$ cat src/hdl/pll_ctrl_pkg.sv
package pll_ctrl_pkg;

  // Bus and register map
  localparam int          AXI_AW          = 6;
  localparam logic [5:0]  OFS_CTRL        = 6'h00;
  localparam logic [5:0]  OFS_DIV         = 6'h04;
  localparam logic [5:0]  OFS_OUTDIV      = 6'h08;
  localparam logic [5:0]  OFS_PHASE       = 6'h0C;
  localparam logic [5:0]  OFS_STATUS      = 6'h10;
  localparam logic [5:0]  OFS_IRQ_STAT    = 6'h14;
  localparam logic [5:0]  OFS_IRQ_MASK    = 6'h18;
  localparam logic [5:0]  OFS_PHASE_CUR   = 6'h1C;
  localparam logic [1:0]  RESP_OKAY       = 2'h0;
  localparam logic [1:0]  RESP_SLVERR     = 2'h2;

  // Control register fields
  localparam int          CTRL_RUN_BIT    = 0;
  localparam int          CTRL_SEL_LSB    = 4;
  localparam logic [31:0] CTRL_RST_VAL    = 32'h0000_0000;

  // Divider fields
  localparam int          DIV_N_LSB       = 0;
  localparam int          DIV_M_LSB       = 8;
  localparam int          DIV_O_LSB       = 16;
  localparam int          DIV_FBK_LSB     = 24;
  localparam logic [31:0] DIV_RST_VAL     = 32'h0101_0101;
  localparam logic [7:0]  OUTDIV_RST_VAL  = 8'h01;
  localparam logic [9:0]  MOC_LIMIT       = 10'h0FF;

  // Phase request fields
  localparam int          PH_STEP_LSB     = 0;
  localparam int          PH_MASK_LSB     = 8;

  // Interrupt bits
  localparam int          IRQ_LOCK_BIT    = 0;
  localparam int          IRQ_LOSS_BIT    = 1;
  localparam int          IRQ_PHASE_BIT   = 2;
  localparam int          IRQ_W           = 3;

  // Timing
  localparam int          CLK_PERIOD_PS   = 4000;
  localparam int          RST_MIN_PS      = 10000;
  localparam int          RST_MIN_CYC     = (RST_MIN_PS + CLK_PERIOD_PS - 1) / CLK_PERIOD_PS;
  localparam int          LOCK_CYC        = 64;
  localparam int          PH_SETUP_CYC    = 1;
  localparam int          PH_HOLD_CYC     = 4;
  localparam int          PH_GAP_CYC      = 4;

  typedef enum logic [2:0] {
    ST_RESET  = 3'b000,
    ST_HOLD   = 3'b001,
    ST_ACQ    = 3'b010,
    ST_LOCK_INDICATOR = 3'b011,
    ST_FAULT  = 3'b100
  } loop_state_t;

  typedef enum logic [1:0] {
    PH_IDLE  = 2'b00,
    PH_SETUP = 2'b01,
    PH_APPLY = 2'b10,
    PH_GAP   = 2'b11
  } phase_state_t;

endpackage

$ cat src/hdl/out_divider.sv
`timescale 1ns/1ps
module out_divider
  import pll_ctrl_pkg::*;
#(
  parameter int DW = 8
) (
  // Clock and control
  input  wire logic          aclk,
  input  wire logic          aresetn,
  input  wire logic          ce,
  input  wire logic          run,
  input  wire logic          pll_tick,
  // Settings
  input  wire logic [DW-1:0] divide,
  input  wire logic [2:0]    step_delay,
  // Output clock
  output logic               out_clk,
  output logic               out_edge
);

  logic [DW-1:0] cnt_ff;
  logic [DW-1:0] nxt_cnt;
  logic [3:0]    dly_ff;
  logic [3:0]    nxt_dly;
  logic          clk_ff;
  logic          nxt_clk;
  logic          edge_ff;
  logic          nxt_edge;

  // Each phase step, loaded while run is low, holds off the divider for one pll_tick
  always_comb begin
    nxt_cnt  = cnt_ff;
    nxt_dly  = dly_ff;
    nxt_clk  = clk_ff;
    nxt_edge = 1'b0;
    if (!run) begin
      nxt_cnt = '0;
      nxt_clk = 1'b0;
      nxt_dly = {1'b0, step_delay};
    end else if (pll_tick) begin
      if (dly_ff != 4'h0) begin
        nxt_dly = dly_ff - 4'h1;
      end else if (cnt_ff + DW'(1) >= divide) begin
        nxt_cnt  = '0;
        nxt_clk  = ~clk_ff;
        nxt_edge = clk_ff;
      end else begin
        nxt_cnt = cnt_ff + DW'(1);
      end
    end
  end

  always_ff @(posedge aclk) begin
    if (!aresetn) begin
      cnt_ff  <= '0;
      dly_ff  <= 4'h0;
      clk_ff  <= 1'b0;
      edge_ff <= 1'b0;
    end else if (ce) begin
      cnt_ff  <= nxt_cnt;
      dly_ff  <= nxt_dly;
      clk_ff  <= nxt_clk;
      edge_ff <= nxt_edge;
    end
  end

  assign out_clk  = clk_ff;
  assign out_edge = edge_ff;

endmodule // out_divider

$ cat src/hdl/pll_control_phase_shift.sv
// Design decisions made here: the register offsets and the AXI4-Lite interface to the registers.
`timescale 1ns/1ps
module pll_control_phase_shift
  import pll_ctrl_pkg::*;
#(
  parameter int NOUT = 5,
  parameter int DW   = 8
) (
  // Clock, reset, enable
  input  wire logic              aclk,
  input  wire logic              aresetn,
  input  wire logic              ce,
  // AXI4-Lite write
  input  wire logic [AXI_AW-1:0] s_axi_awaddr,
  input  wire logic              s_axi_awvalid,
  output logic                   s_axi_awready,
  input  wire logic [31:0]       s_axi_wdata,
  input  wire logic [3:0]        s_axi_wstrb,
  input  wire logic              s_axi_wvalid,
  output logic                   s_axi_wready,
  output logic [1:0]             s_axi_bresp,
  output logic                   s_axi_bvalid,
  input  wire logic              s_axi_bready,
  // AXI4-Lite read
  input  wire logic [AXI_AW-1:0] s_axi_araddr,
  input  wire logic              s_axi_arvalid,
  output logic                   s_axi_arready,
  output logic [31:0]            s_axi_rdata,
  output logic [1:0]             s_axi_rresp,
  output logic                   s_axi_rvalid,
  input  wire logic              s_axi_rready,
  // Reference clocks and feedback (pins)
  input  wire logic [3:0]        ref_clk_in,
  input  wire logic              core_feedback_in,
  input  wire logic              io_feedback_in,
  // Loop outputs
  output logic [NOUT-1:0]        pll_out,
  output logic                   lock_indicator,
  output logic                   irq
);

  // Pin synchronisers
  logic [5:0] pin_s1_ff;
  logic [5:0] pin_s2_ff;
  logic [5:0] pin_prev_ff;
  always_ff @(posedge aclk) begin
    if (!aresetn) begin
      pin_s1_ff   <= 6'h00;
      pin_s2_ff   <= 6'h00;
      pin_prev_ff <= 6'h00;
    end else if (ce) begin
      pin_s1_ff   <= {io_feedback_in, core_feedback_in, ref_clk_in};
      pin_s2_ff   <= pin_s1_ff;
      pin_prev_ff <= pin_s2_ff;
    end
  end

  // Registers
  logic [31:0]     ctrl_ff, nxt_ctrl;
  logic [31:0]     div_ff, nxt_div;
  logic [DW*NOUT-1:0] outdiv_ff, nxt_outdiv;
  logic [15:0]     phreq_ff, nxt_phreq;
  logic [IRQ_W-1:0] ist_ff, nxt_ist, imask_ff, nxt_imask;
  logic            aw_ff, nxt_aw, w_ff, nxt_w, bv_ff, nxt_bv, rv_ff, nxt_rv;
  logic            phgo_ff, nxt_phgo;
  logic [AXI_AW-1:0] awa_ff, nxt_awa;
  logic [31:0]     wd_ff, nxt_wd, rd_ff, nxt_rd;
  logic [1:0]      br_ff, nxt_br, rr_ff, nxt_rr;

  // Loop and phase state
  loop_state_t     lst_ff, nxt_lst;
  phase_state_t    pst_ff, nxt_pst;
  logic [7:0]      lcnt_ff, nxt_lcnt;
  logic [1:0]      sel_ff, nxt_sel;
  logic            lock_ff, nxt_lock;
  logic [2:0]      step_ff, nxt_step;
  logic [NOUT-1:0] tmask_ff, nxt_tmask;
  logic [2:0]      pcnt_ff, nxt_pcnt;
  logic            strobe_ff, nxt_strobe;
  logic [3*NOUT-1:0] cur_ff, nxt_cur;

  logic            loop_run, ref_edge, fb_edge, div_ok;
  logic [NOUT-1:0] out_clk_w, out_edge_w;
  logic            tgt_edge;
  logic [IRQ_W-1:0] ev;
  logic            wr_go, rd_go;

  assign loop_run = ctrl_ff[CTRL_RUN_BIT];
  assign ref_edge = pin_s2_ff[sel_ff] & ~pin_prev_ff[sel_ff];
  assign fb_edge  = (pin_s2_ff[4] & ~pin_prev_ff[4]) | (pin_s2_ff[5] & ~pin_prev_ff[5]);
  // Loop refuses to lock when the M*O*Cfbk product is out of range
  assign div_ok   = (32'(div_ff[DIV_M_LSB +: 8]) * 32'(div_ff[DIV_O_LSB +: 8])
                  * 32'(div_ff[DIV_FBK_LSB +: 8])) <= 32'(MOC_LIMIT)
                  && div_ff[DIV_N_LSB +: 8] != 8'h00 && div_ff[DIV_M_LSB +: 8] != 8'h00;

  // Loop state machine
  always_comb begin
    nxt_lst  = lst_ff;
    nxt_lcnt = lcnt_ff;
    nxt_sel  = sel_ff;
    nxt_lock = lock_ff;
    unique case (lst_ff)
      ST_RESET: begin
        nxt_lock = 1'b0;
        nxt_sel  = ctrl_ff[CTRL_SEL_LSB +: 2];
        nxt_lcnt = (lcnt_ff < 8'(RST_MIN_CYC)) ? lcnt_ff + 8'h01 : lcnt_ff;
        if (loop_run && lcnt_ff >= 8'(RST_MIN_CYC)) begin
          nxt_lst  = ST_ACQ;
          nxt_lcnt = 8'h00;
        end
      end
      ST_ACQ: begin
        if (ref_edge && div_ok) nxt_lcnt = lcnt_ff + 8'h01;
        if (lcnt_ff == 8'(LOCK_CYC)) begin
          nxt_lst  = ST_LOCK_INDICATOR;
          nxt_lock = 1'b1;
        end
      end
      ST_LOCK_INDICATOR: begin
        if (!div_ok) begin
          nxt_lst  = ST_FAULT;
          nxt_lock = 1'b0;
        end
      end
      ST_FAULT: begin
        nxt_lcnt = 8'h00;
        if (div_ok) nxt_lst = ST_ACQ;
      end
      default: nxt_lst = ST_RESET;
    endcase
    if (!loop_run) begin
      nxt_lst  = ST_RESET;
      nxt_lock = 1'b0;
      if (lst_ff != ST_RESET) nxt_lcnt = 8'h00;
    end
  end

  always_ff @(posedge aclk) begin
    if (!aresetn) begin
      lst_ff  <= ST_RESET;
      lcnt_ff <= 8'h00;
      sel_ff  <= 2'h0;
      lock_ff <= 1'b0;
    end else if (ce) begin
      lst_ff  <= nxt_lst;
      lcnt_ff <= nxt_lcnt;
      sel_ff  <= nxt_sel;
      lock_ff <= nxt_lock;
    end
  end

  // Output dividers, one per output
  genvar gi;
  generate
    for (gi = 0; gi < NOUT; gi++) begin : g_out
      out_divider #(.DW(DW)) i_out_divider (
        .aclk       (aclk),
        .aresetn    (aresetn),
        .ce         (ce),
        .run        (lock_ff),
        .pll_tick   (ref_edge | fb_edge),
        .divide     (outdiv_ff[gi*DW +: DW]),
        .step_delay (cur_ff[gi*3 +: 3]),
        .out_clk    (out_clk_w[gi]),
        .out_edge   (out_edge_w[gi])
      );
    end
  endgenerate
  assign pll_out        = out_clk_w;
  assign lock_indicator = lock_ff;
  assign tgt_edge       = |(out_edge_w & phreq_ff[PH_MASK_LSB +: NOUT]);

  // Phase shift sequencer, timed in target output cycles
  always_comb begin
    nxt_pst    = pst_ff;
    nxt_pcnt   = pcnt_ff;
    nxt_step   = step_ff;
    nxt_tmask  = tmask_ff;
    nxt_strobe = strobe_ff;
    nxt_cur    = cur_ff;
    unique case (pst_ff)
      PH_IDLE: if (phgo_ff) begin
        nxt_step = phreq_ff[PH_STEP_LSB +: 3];
        nxt_pst  = PH_SETUP;
        nxt_pcnt = 3'h0;
      end
      PH_SETUP: if (tgt_edge) begin
        nxt_tmask  = phreq_ff[PH_MASK_LSB +: NOUT];
        nxt_strobe = 1'b1;
        nxt_pst    = PH_APPLY;
      end
      PH_APPLY: begin
        for (int i = 0; i < NOUT; i++) begin
          if (tmask_ff[i]) nxt_cur[i*3 +: 3] = step_ff;
        end
        if (tgt_edge) nxt_pcnt = pcnt_ff + 3'h1;
        if (pcnt_ff == 3'(PH_HOLD_CYC)) begin
          nxt_strobe = 1'b0;
          nxt_tmask  = '0;
          nxt_pcnt   = 3'h0;
          nxt_pst    = PH_GAP;
        end
      end
      PH_GAP: begin
        if (tgt_edge) nxt_pcnt = pcnt_ff + 3'h1;
        if (pcnt_ff == 3'(PH_GAP_CYC)) nxt_pst = PH_IDLE;
      end
    endcase
    if (!lock_ff) begin
      nxt_pst    = PH_IDLE;
      nxt_strobe = 1'b0;
      nxt_tmask  = '0;
    end
  end

  always_ff @(posedge aclk) begin
    if (!aresetn) begin
      pst_ff    <= PH_IDLE;
      pcnt_ff   <= 3'h0;
      step_ff   <= 3'h0;
      tmask_ff  <= '0;
      strobe_ff <= 1'b0;
      cur_ff    <= '0;
    end else if (ce) begin
      pst_ff    <= nxt_pst;
      pcnt_ff   <= nxt_pcnt;
      step_ff   <= nxt_step;
      tmask_ff  <= nxt_tmask;
      strobe_ff <= nxt_strobe;
      cur_ff    <= nxt_cur;
    end
  end

  // Interrupt events
  assign ev[IRQ_LOCK_BIT]  = nxt_lock & ~lock_ff;
  assign ev[IRQ_LOSS_BIT]  = lock_ff & ~nxt_lock & loop_run;
  assign ev[IRQ_PHASE_BIT] = strobe_ff & ~nxt_strobe;
  assign irq = |(ist_ff & imask_ff);

  // AXI4-Lite slave
  assign s_axi_awready = ~aw_ff & ~bv_ff;
  assign s_axi_wready  = ~w_ff & ~bv_ff;
  assign s_axi_arready = ~rv_ff;
  assign s_axi_bvalid  = bv_ff;
  assign s_axi_bresp   = br_ff;
  assign s_axi_rvalid  = rv_ff;
  assign s_axi_rdata   = rd_ff;
  assign s_axi_rresp   = rr_ff;
  assign wr_go = (aw_ff | s_axi_awvalid) & (w_ff | s_axi_wvalid) & ~bv_ff;
  assign rd_go = s_axi_arvalid & ~rv_ff;

  always_comb begin
    logic [AXI_AW-1:0] wa;
    logic [31:0]       wd;
    logic [31:0]       ov;
    wa = aw_ff ? awa_ff : s_axi_awaddr;
    wd = w_ff ? wd_ff : s_axi_wdata;
    ov = 32'h0;
    nxt_aw = aw_ff; nxt_w = w_ff; nxt_awa = awa_ff; nxt_wd = wd_ff;
    nxt_bv = bv_ff; nxt_br = br_ff; nxt_rv = rv_ff; nxt_rd = rd_ff; nxt_rr = rr_ff;
    nxt_ctrl = ctrl_ff; nxt_div = div_ff; nxt_outdiv = outdiv_ff; nxt_phreq = phreq_ff;
    nxt_imask = imask_ff; nxt_phgo = 1'b0;
    nxt_ist = ist_ff;
    if (s_axi_awvalid && s_axi_awready) begin
      nxt_aw = 1'b1; nxt_awa = s_axi_awaddr;
    end
    if (s_axi_wvalid && s_axi_wready) begin
      nxt_w = 1'b1; nxt_wd = s_axi_wdata;
    end
    if (bv_ff && s_axi_bready) nxt_bv = 1'b0;
    if (wr_go) begin
      nxt_aw = 1'b0; nxt_w = 1'b0; nxt_bv = 1'b1; nxt_br = RESP_OKAY;
      unique case (wa)
        OFS_CTRL:     nxt_ctrl = wd & 32'h0000_0031;
        OFS_DIV:      nxt_div = wd;
        OFS_OUTDIV:   for (int i = 0; i < NOUT; i++) nxt_outdiv[i*DW +: DW] = wd[i*DW/NOUT*0 +: DW];
        OFS_PHASE:    begin
          nxt_phreq = wd[15:0] & 16'h1F07;
          nxt_phgo  = 1'b1;
        end
        OFS_IRQ_STAT: nxt_ist = ist_ff & ~wd[IRQ_W-1:0];
        OFS_IRQ_MASK: nxt_imask = wd[IRQ_W-1:0];
        default:      nxt_br = RESP_SLVERR;
      endcase
    end
    nxt_ist = nxt_ist | ev; // Set wins over clear
    if (rv_ff && s_axi_rready) nxt_rv = 1'b0;
    if (rd_go) begin
      nxt_rv = 1'b1; nxt_rr = RESP_OKAY;
      unique case (s_axi_araddr)
        OFS_CTRL:      ov = ctrl_ff;
        OFS_DIV:       ov = div_ff;
        OFS_OUTDIV:    ov = 32'(outdiv_ff[DW-1:0]);
        OFS_PHASE:     ov = {16'h0, phreq_ff};
        OFS_STATUS:    ov = {24'h0, 1'b0, pst_ff, div_ok, lst_ff, lock_ff} & 32'h0000_00FF;
        OFS_IRQ_STAT:  ov = 32'(ist_ff);
        OFS_IRQ_MASK:  ov = 32'(imask_ff);
        OFS_PHASE_CUR: ov = 32'(cur_ff);
        default:       nxt_rr = RESP_SLVERR;
      endcase
      nxt_rd = ov;
    end
  end

  always_ff @(posedge aclk) begin
    if (!aresetn) begin
      aw_ff <= 1'b0; w_ff <= 1'b0; bv_ff <= 1'b0; rv_ff <= 1'b0;
      awa_ff <= '0; wd_ff <= 32'h0; rd_ff <= 32'h0; br_ff <= 2'h0; rr_ff <= 2'h0;
      ctrl_ff <= CTRL_RST_VAL; div_ff <= DIV_RST_VAL;
      outdiv_ff <= {NOUT{OUTDIV_RST_VAL}};
      phreq_ff <= 16'h0; phgo_ff <= 1'b0; ist_ff <= '0; imask_ff <= '0;
    end else if (ce) begin
      aw_ff <= nxt_aw; w_ff <= nxt_w; bv_ff <= nxt_bv; rv_ff <= nxt_rv;
      awa_ff <= nxt_awa; wd_ff <= nxt_wd; rd_ff <= nxt_rd; br_ff <= nxt_br; rr_ff <= nxt_rr;
      ctrl_ff <= nxt_ctrl; div_ff <= nxt_div; outdiv_ff <= nxt_outdiv;
      phreq_ff <= nxt_phreq; phgo_ff <= nxt_phgo; ist_ff <= nxt_ist; imask_ff <= nxt_imask;
    end
  end

endmodule // pll_control_phase_shift

$ cat config.mk
export PLATFORM = sky130hd
export DESIGN_NAME = pll_control_phase_shift
export DESIGN_NICKNAME = d
export VERILOG_FILES = /design/src/hdl/pll_ctrl_pkg.sv /design/src/hdl/out_divider.sv /design/src/hdl/pll_control_phase_shift.sv
export SDC_FILE = /design/constraint.sdc
export NUM_CORES = 1
export LEC_CHECK = 0
export ABC_AREA = 0
export BUFFER_PORTS_ARGS = -buffer_cell sky130_fd_sc_hd__buf_2
export CAP_MARGIN = 20
export CORE_MARGIN = 4
export CORE_UTILIZATION = 39
export DETAILED_ROUTE_END_ITERATION = 7
export MAX_ROUTING_LAYER = met4
export SYNTH_ARGS = -nofsm -noshare
export SYNTH_HDL_FRONTEND = slang
export SYNTH_HIERARCHICAL = 1
export SYNTH_SLANG_ARGS = --single-unit
$ cat constraint.sdc
create_clock -name aclk -period 17.6 [get_ports aclk]
set_input_delay 1.76 -clock aclk [delete_from_list [all_inputs] [get_ports aclk]]
set_output_delay 1.76 -clock aclk [all_outputs]
set_load 0.02 [all_outputs]
==> flow_summary.yaml <==
place:
  dp_hpwl_um: 38800
  io_buffers: 103
  gp_congestion: 0.875
synth:
  ys_seq_area_share_pct: 26.8
  synthCells: 2391
  ys_types: 76
  netlist_area_mm2: 0.0198
  async_flop_share_pct: 0
  synth_area_per_cell_um2: 8.29
  synth_seq_cells: 265
  synth_edf_count: 0
  synthFlopType: "dfxtp_1"
  ys.warnings.count: 6
timing:
  slew_headroom_pct: 28.0
  post-route-min-period_ns: 10.73
  max_freq_ghz: 0.0932
  hold_violations: 0
  fin_crit_sh_pct: 61.0
  finalMaxSlewViolations: 0
  rsz0062_at_grt: "no"
  setup_viol: 0
  finClkSkew_ns: 0.0152
  worst_pin_slew_ns: 1.07
  setup_tns_ns: 0
die:
  start_util_pct: 39.5
  die_h_um: 233
  rows: 82
  die_w_um: 233
  core_area_mm2: 0.0502
  io_pins: 110
  dieArea_mm2: 0.0545
clock_network:
  cts_sinks: 265
  post_cts_buffers: 0
  clkSlewWorstSetupHoldPaths_ns: 0.06
  insertion_delay_ns: 0.60
  cts_made_buffers: 31
  cts-root-buf: "clkbuf_16"
  cts_tree: "done"
  cts_max_level: 1
  cts_buffer_depth: 3
  cts_hold_buffers: 0
  postCtsResizedCells: 0
global_routing:
  grt_pass1_wl_um: 87100
  grt_max_degree: 86
  antenna_found_initial: 4
  grt_pass1_vias: 16700
  grt_usage_pct: 20.1
  grt-ovfl-total: 0
setup_path:
  critical_path.endpoint_type: "register"
  crit_path_frequent_cell: "fa_1"
  timing_worst_setup_path_type: "reg2reg"
  critPathRequiredTime_ns: 18.14
  cpMaxStageDelayCell: "dfxtp_1"
  max_stage_delay_ns: 0.77
  crit_fanout: 17
  cp-start-kind: "register"
  cp.arrival_ns: 11.27
power:
  ir_drop_mv: 0.0690
  powerDensity_mw_per_mm2: 65.0
  totalPowerFinal_w: 0.00142
  leakage_nw: 9.90
detailed_routing:
  drc: 0
  drt-vias-per-instance: 5.35
  avgRoutedWirePerCell_um: 17.1
  drt-pass1-iter-count: 6
  dr_total_vias: 16700
  detail-route-antenna-nets: 0
  first_iter_violations: 1205
  drt_wl_total_um: 53300
finish:
  synthToLayoutAreaGrowth_pct: 10.3
  nets: 2746
  drive_above_1_share_pct: 9.19
  mostFrequentLayoutCells: "nand2_1 (346), dfxtp_1 (264), inv_1 (247)"
  regArea_mm2: 0.00531
  fin_util_pct: 43.6
  n_fill_cell: 4926
  multi_input_comb_area_mm2: 0.0130
  layout_commonest_cell: "nand2_1"
status:
  outcome: "finished clean"
flow_run:
  drv_cap: 0
worst_hold_path:
  min_path_type: "reg2reg"
[worst max-delay path, delay by kind of cell, from the launching register on]
family | cells | cell delay, ns
AOI/OAI and AO/OA | 7 | 1.43
xor gates and xnor gates | 1 | 0.38
adders and majority gates | 10 | 4.76
buffers and inverters | 7 | 0.36
DFF | 1 | 0.77
and+or+nand+nor | 10 | 2.93
[final timing paths]
| path | slack, ns | end | cells after the start | start |
|---|---|---|---|---|
| worst max register to register | 6.87 | lcnt_ff[6] | 35 | div_ff[8] |
| worst max-delay path | 6.87 | lcnt_ff[6] | 35 | div_ff[8] |
| worst min register to register | 0.45 | s_axi_rdata[15] | 2 | s_axi_rdata[15] |
| worst min-delay path | 0.45 | s_axi_rdata[15] | 2 | s_axi_rdata[15] |
[per-stage QoR]
stage / setup WS [ns] / hold slack (ns) / area (um2) / cells
6_report: 6.87 / 0.452 / 21900 / 3123
5_1_grt: 6.19 / 0.463 / 21900 / 3123
4_1_cts: 6.85 / 0.453 / 21800 / 3118
3_5_place_dp: 6.88 / 0.445 / 20700 / 3063
3_3_place_gp: 7.09 / 0.439 / 20700 / 3063
2_1_floorplan: 8.25 / 0.433 / 19800 / 2392
[per-layer routing]
layer  track usage, %  vias to the layer above  part of all wire (%)
met2             32.7                      411                    47
li1                 -                     8147                     -
met3             2.95                       75                   5.4
met1             26.3                     8079                    45
met4             5.61                        0                   2.6
met5                -                        -                     0
[cells in the mapped netlist, types with 10 or more instances]
cell type	count	share of area, %
a211oi_1	28	1.1
a21o_1	10	0.38
a21oi_1	129	3.3
a221oi_1	11	0.49
and2_1	147	4.6
and3_1	11	0.35
buf_2	10	0.25
clkbuf_1	89	1.7
dfxtp_1	265	27
fa_1	120	12
ha_1	139	8.8
inv_1	247	4.7
mux2i_1	89	4.5
nand2_1	346	6.6
nand2b_1	12	0.38
nand3_1	91	2.3
nand3b_1	11	0.42
nand4_1	17	0.54
nor2_1	141	2.7
nor2b_1	54	1.7
nor3_1	28	0.71
nor3b_1	10	0.38
nor4_1	10	0.32
o2111ai_1	25	1.1
o211a_1	30	1.5
o211ai_1	12	0.45
o21ai_0	71	1.8
o21ai_1	10	0.25
or2_2	22	0.69
xnor2_1	25	1.1
xor2_1	18	0.80
[cell type report]
cell class / count / area share, %
flip-flops and latches: 265 / 24.3
well taps: 672 / 3.85
clock inverters: 11 / 1.03
diodes: 4 / 0.0458
clock buffers: 44 / 4.05
inverters: 253 / 4.67
repair buffers: 113 / 2.71
multi-input cells: 1761 / 59.4
[cells by family (layout without fill, tap and decap cells)]
family,Yosys count,count (layout),share of synthesized area [%]
xor+xnor,43,43,1.90
compound gates,422,422,14.4
buf+inv,366,421,7.81
simple gates,940,940,23.3
mux,95,95,4.84
fa+ha+maj,259,259,20.9
flops,265,265,26.8
other cells,1,6,0.0189
[state kept, by name, indices dropped and copies added (netlist names), 5 cells and up]
name / count
g_out.i_out_divider/cnt_ff: 40
lcnt_ff: 8
phreq_ff: 8
s_axi_rdata: 32
outdiv_ff: 8
pin_prev_ff: 6
div_ff: 32
cur_ff: 15
pin_s2_ff: 6
tmask_ff: 5
g_out.i_out_divider/out_edge: 5
pin_s1_ff: 6
wd_ff: 32
awa_ff: 6
g_out.i_out_divider/dly_ff: 20
g_out.i_out_divider/out_clk: 5
[power by group]
part	switching (W)	total, W	internal (W)
clock network	0.000269	0.000704	0.000436
logic	0.0000642	0.0000962	0.0000320
registers	0.00000882	0.000620	0.000611
Note: power is estimated with default switching activity, not from simulation.
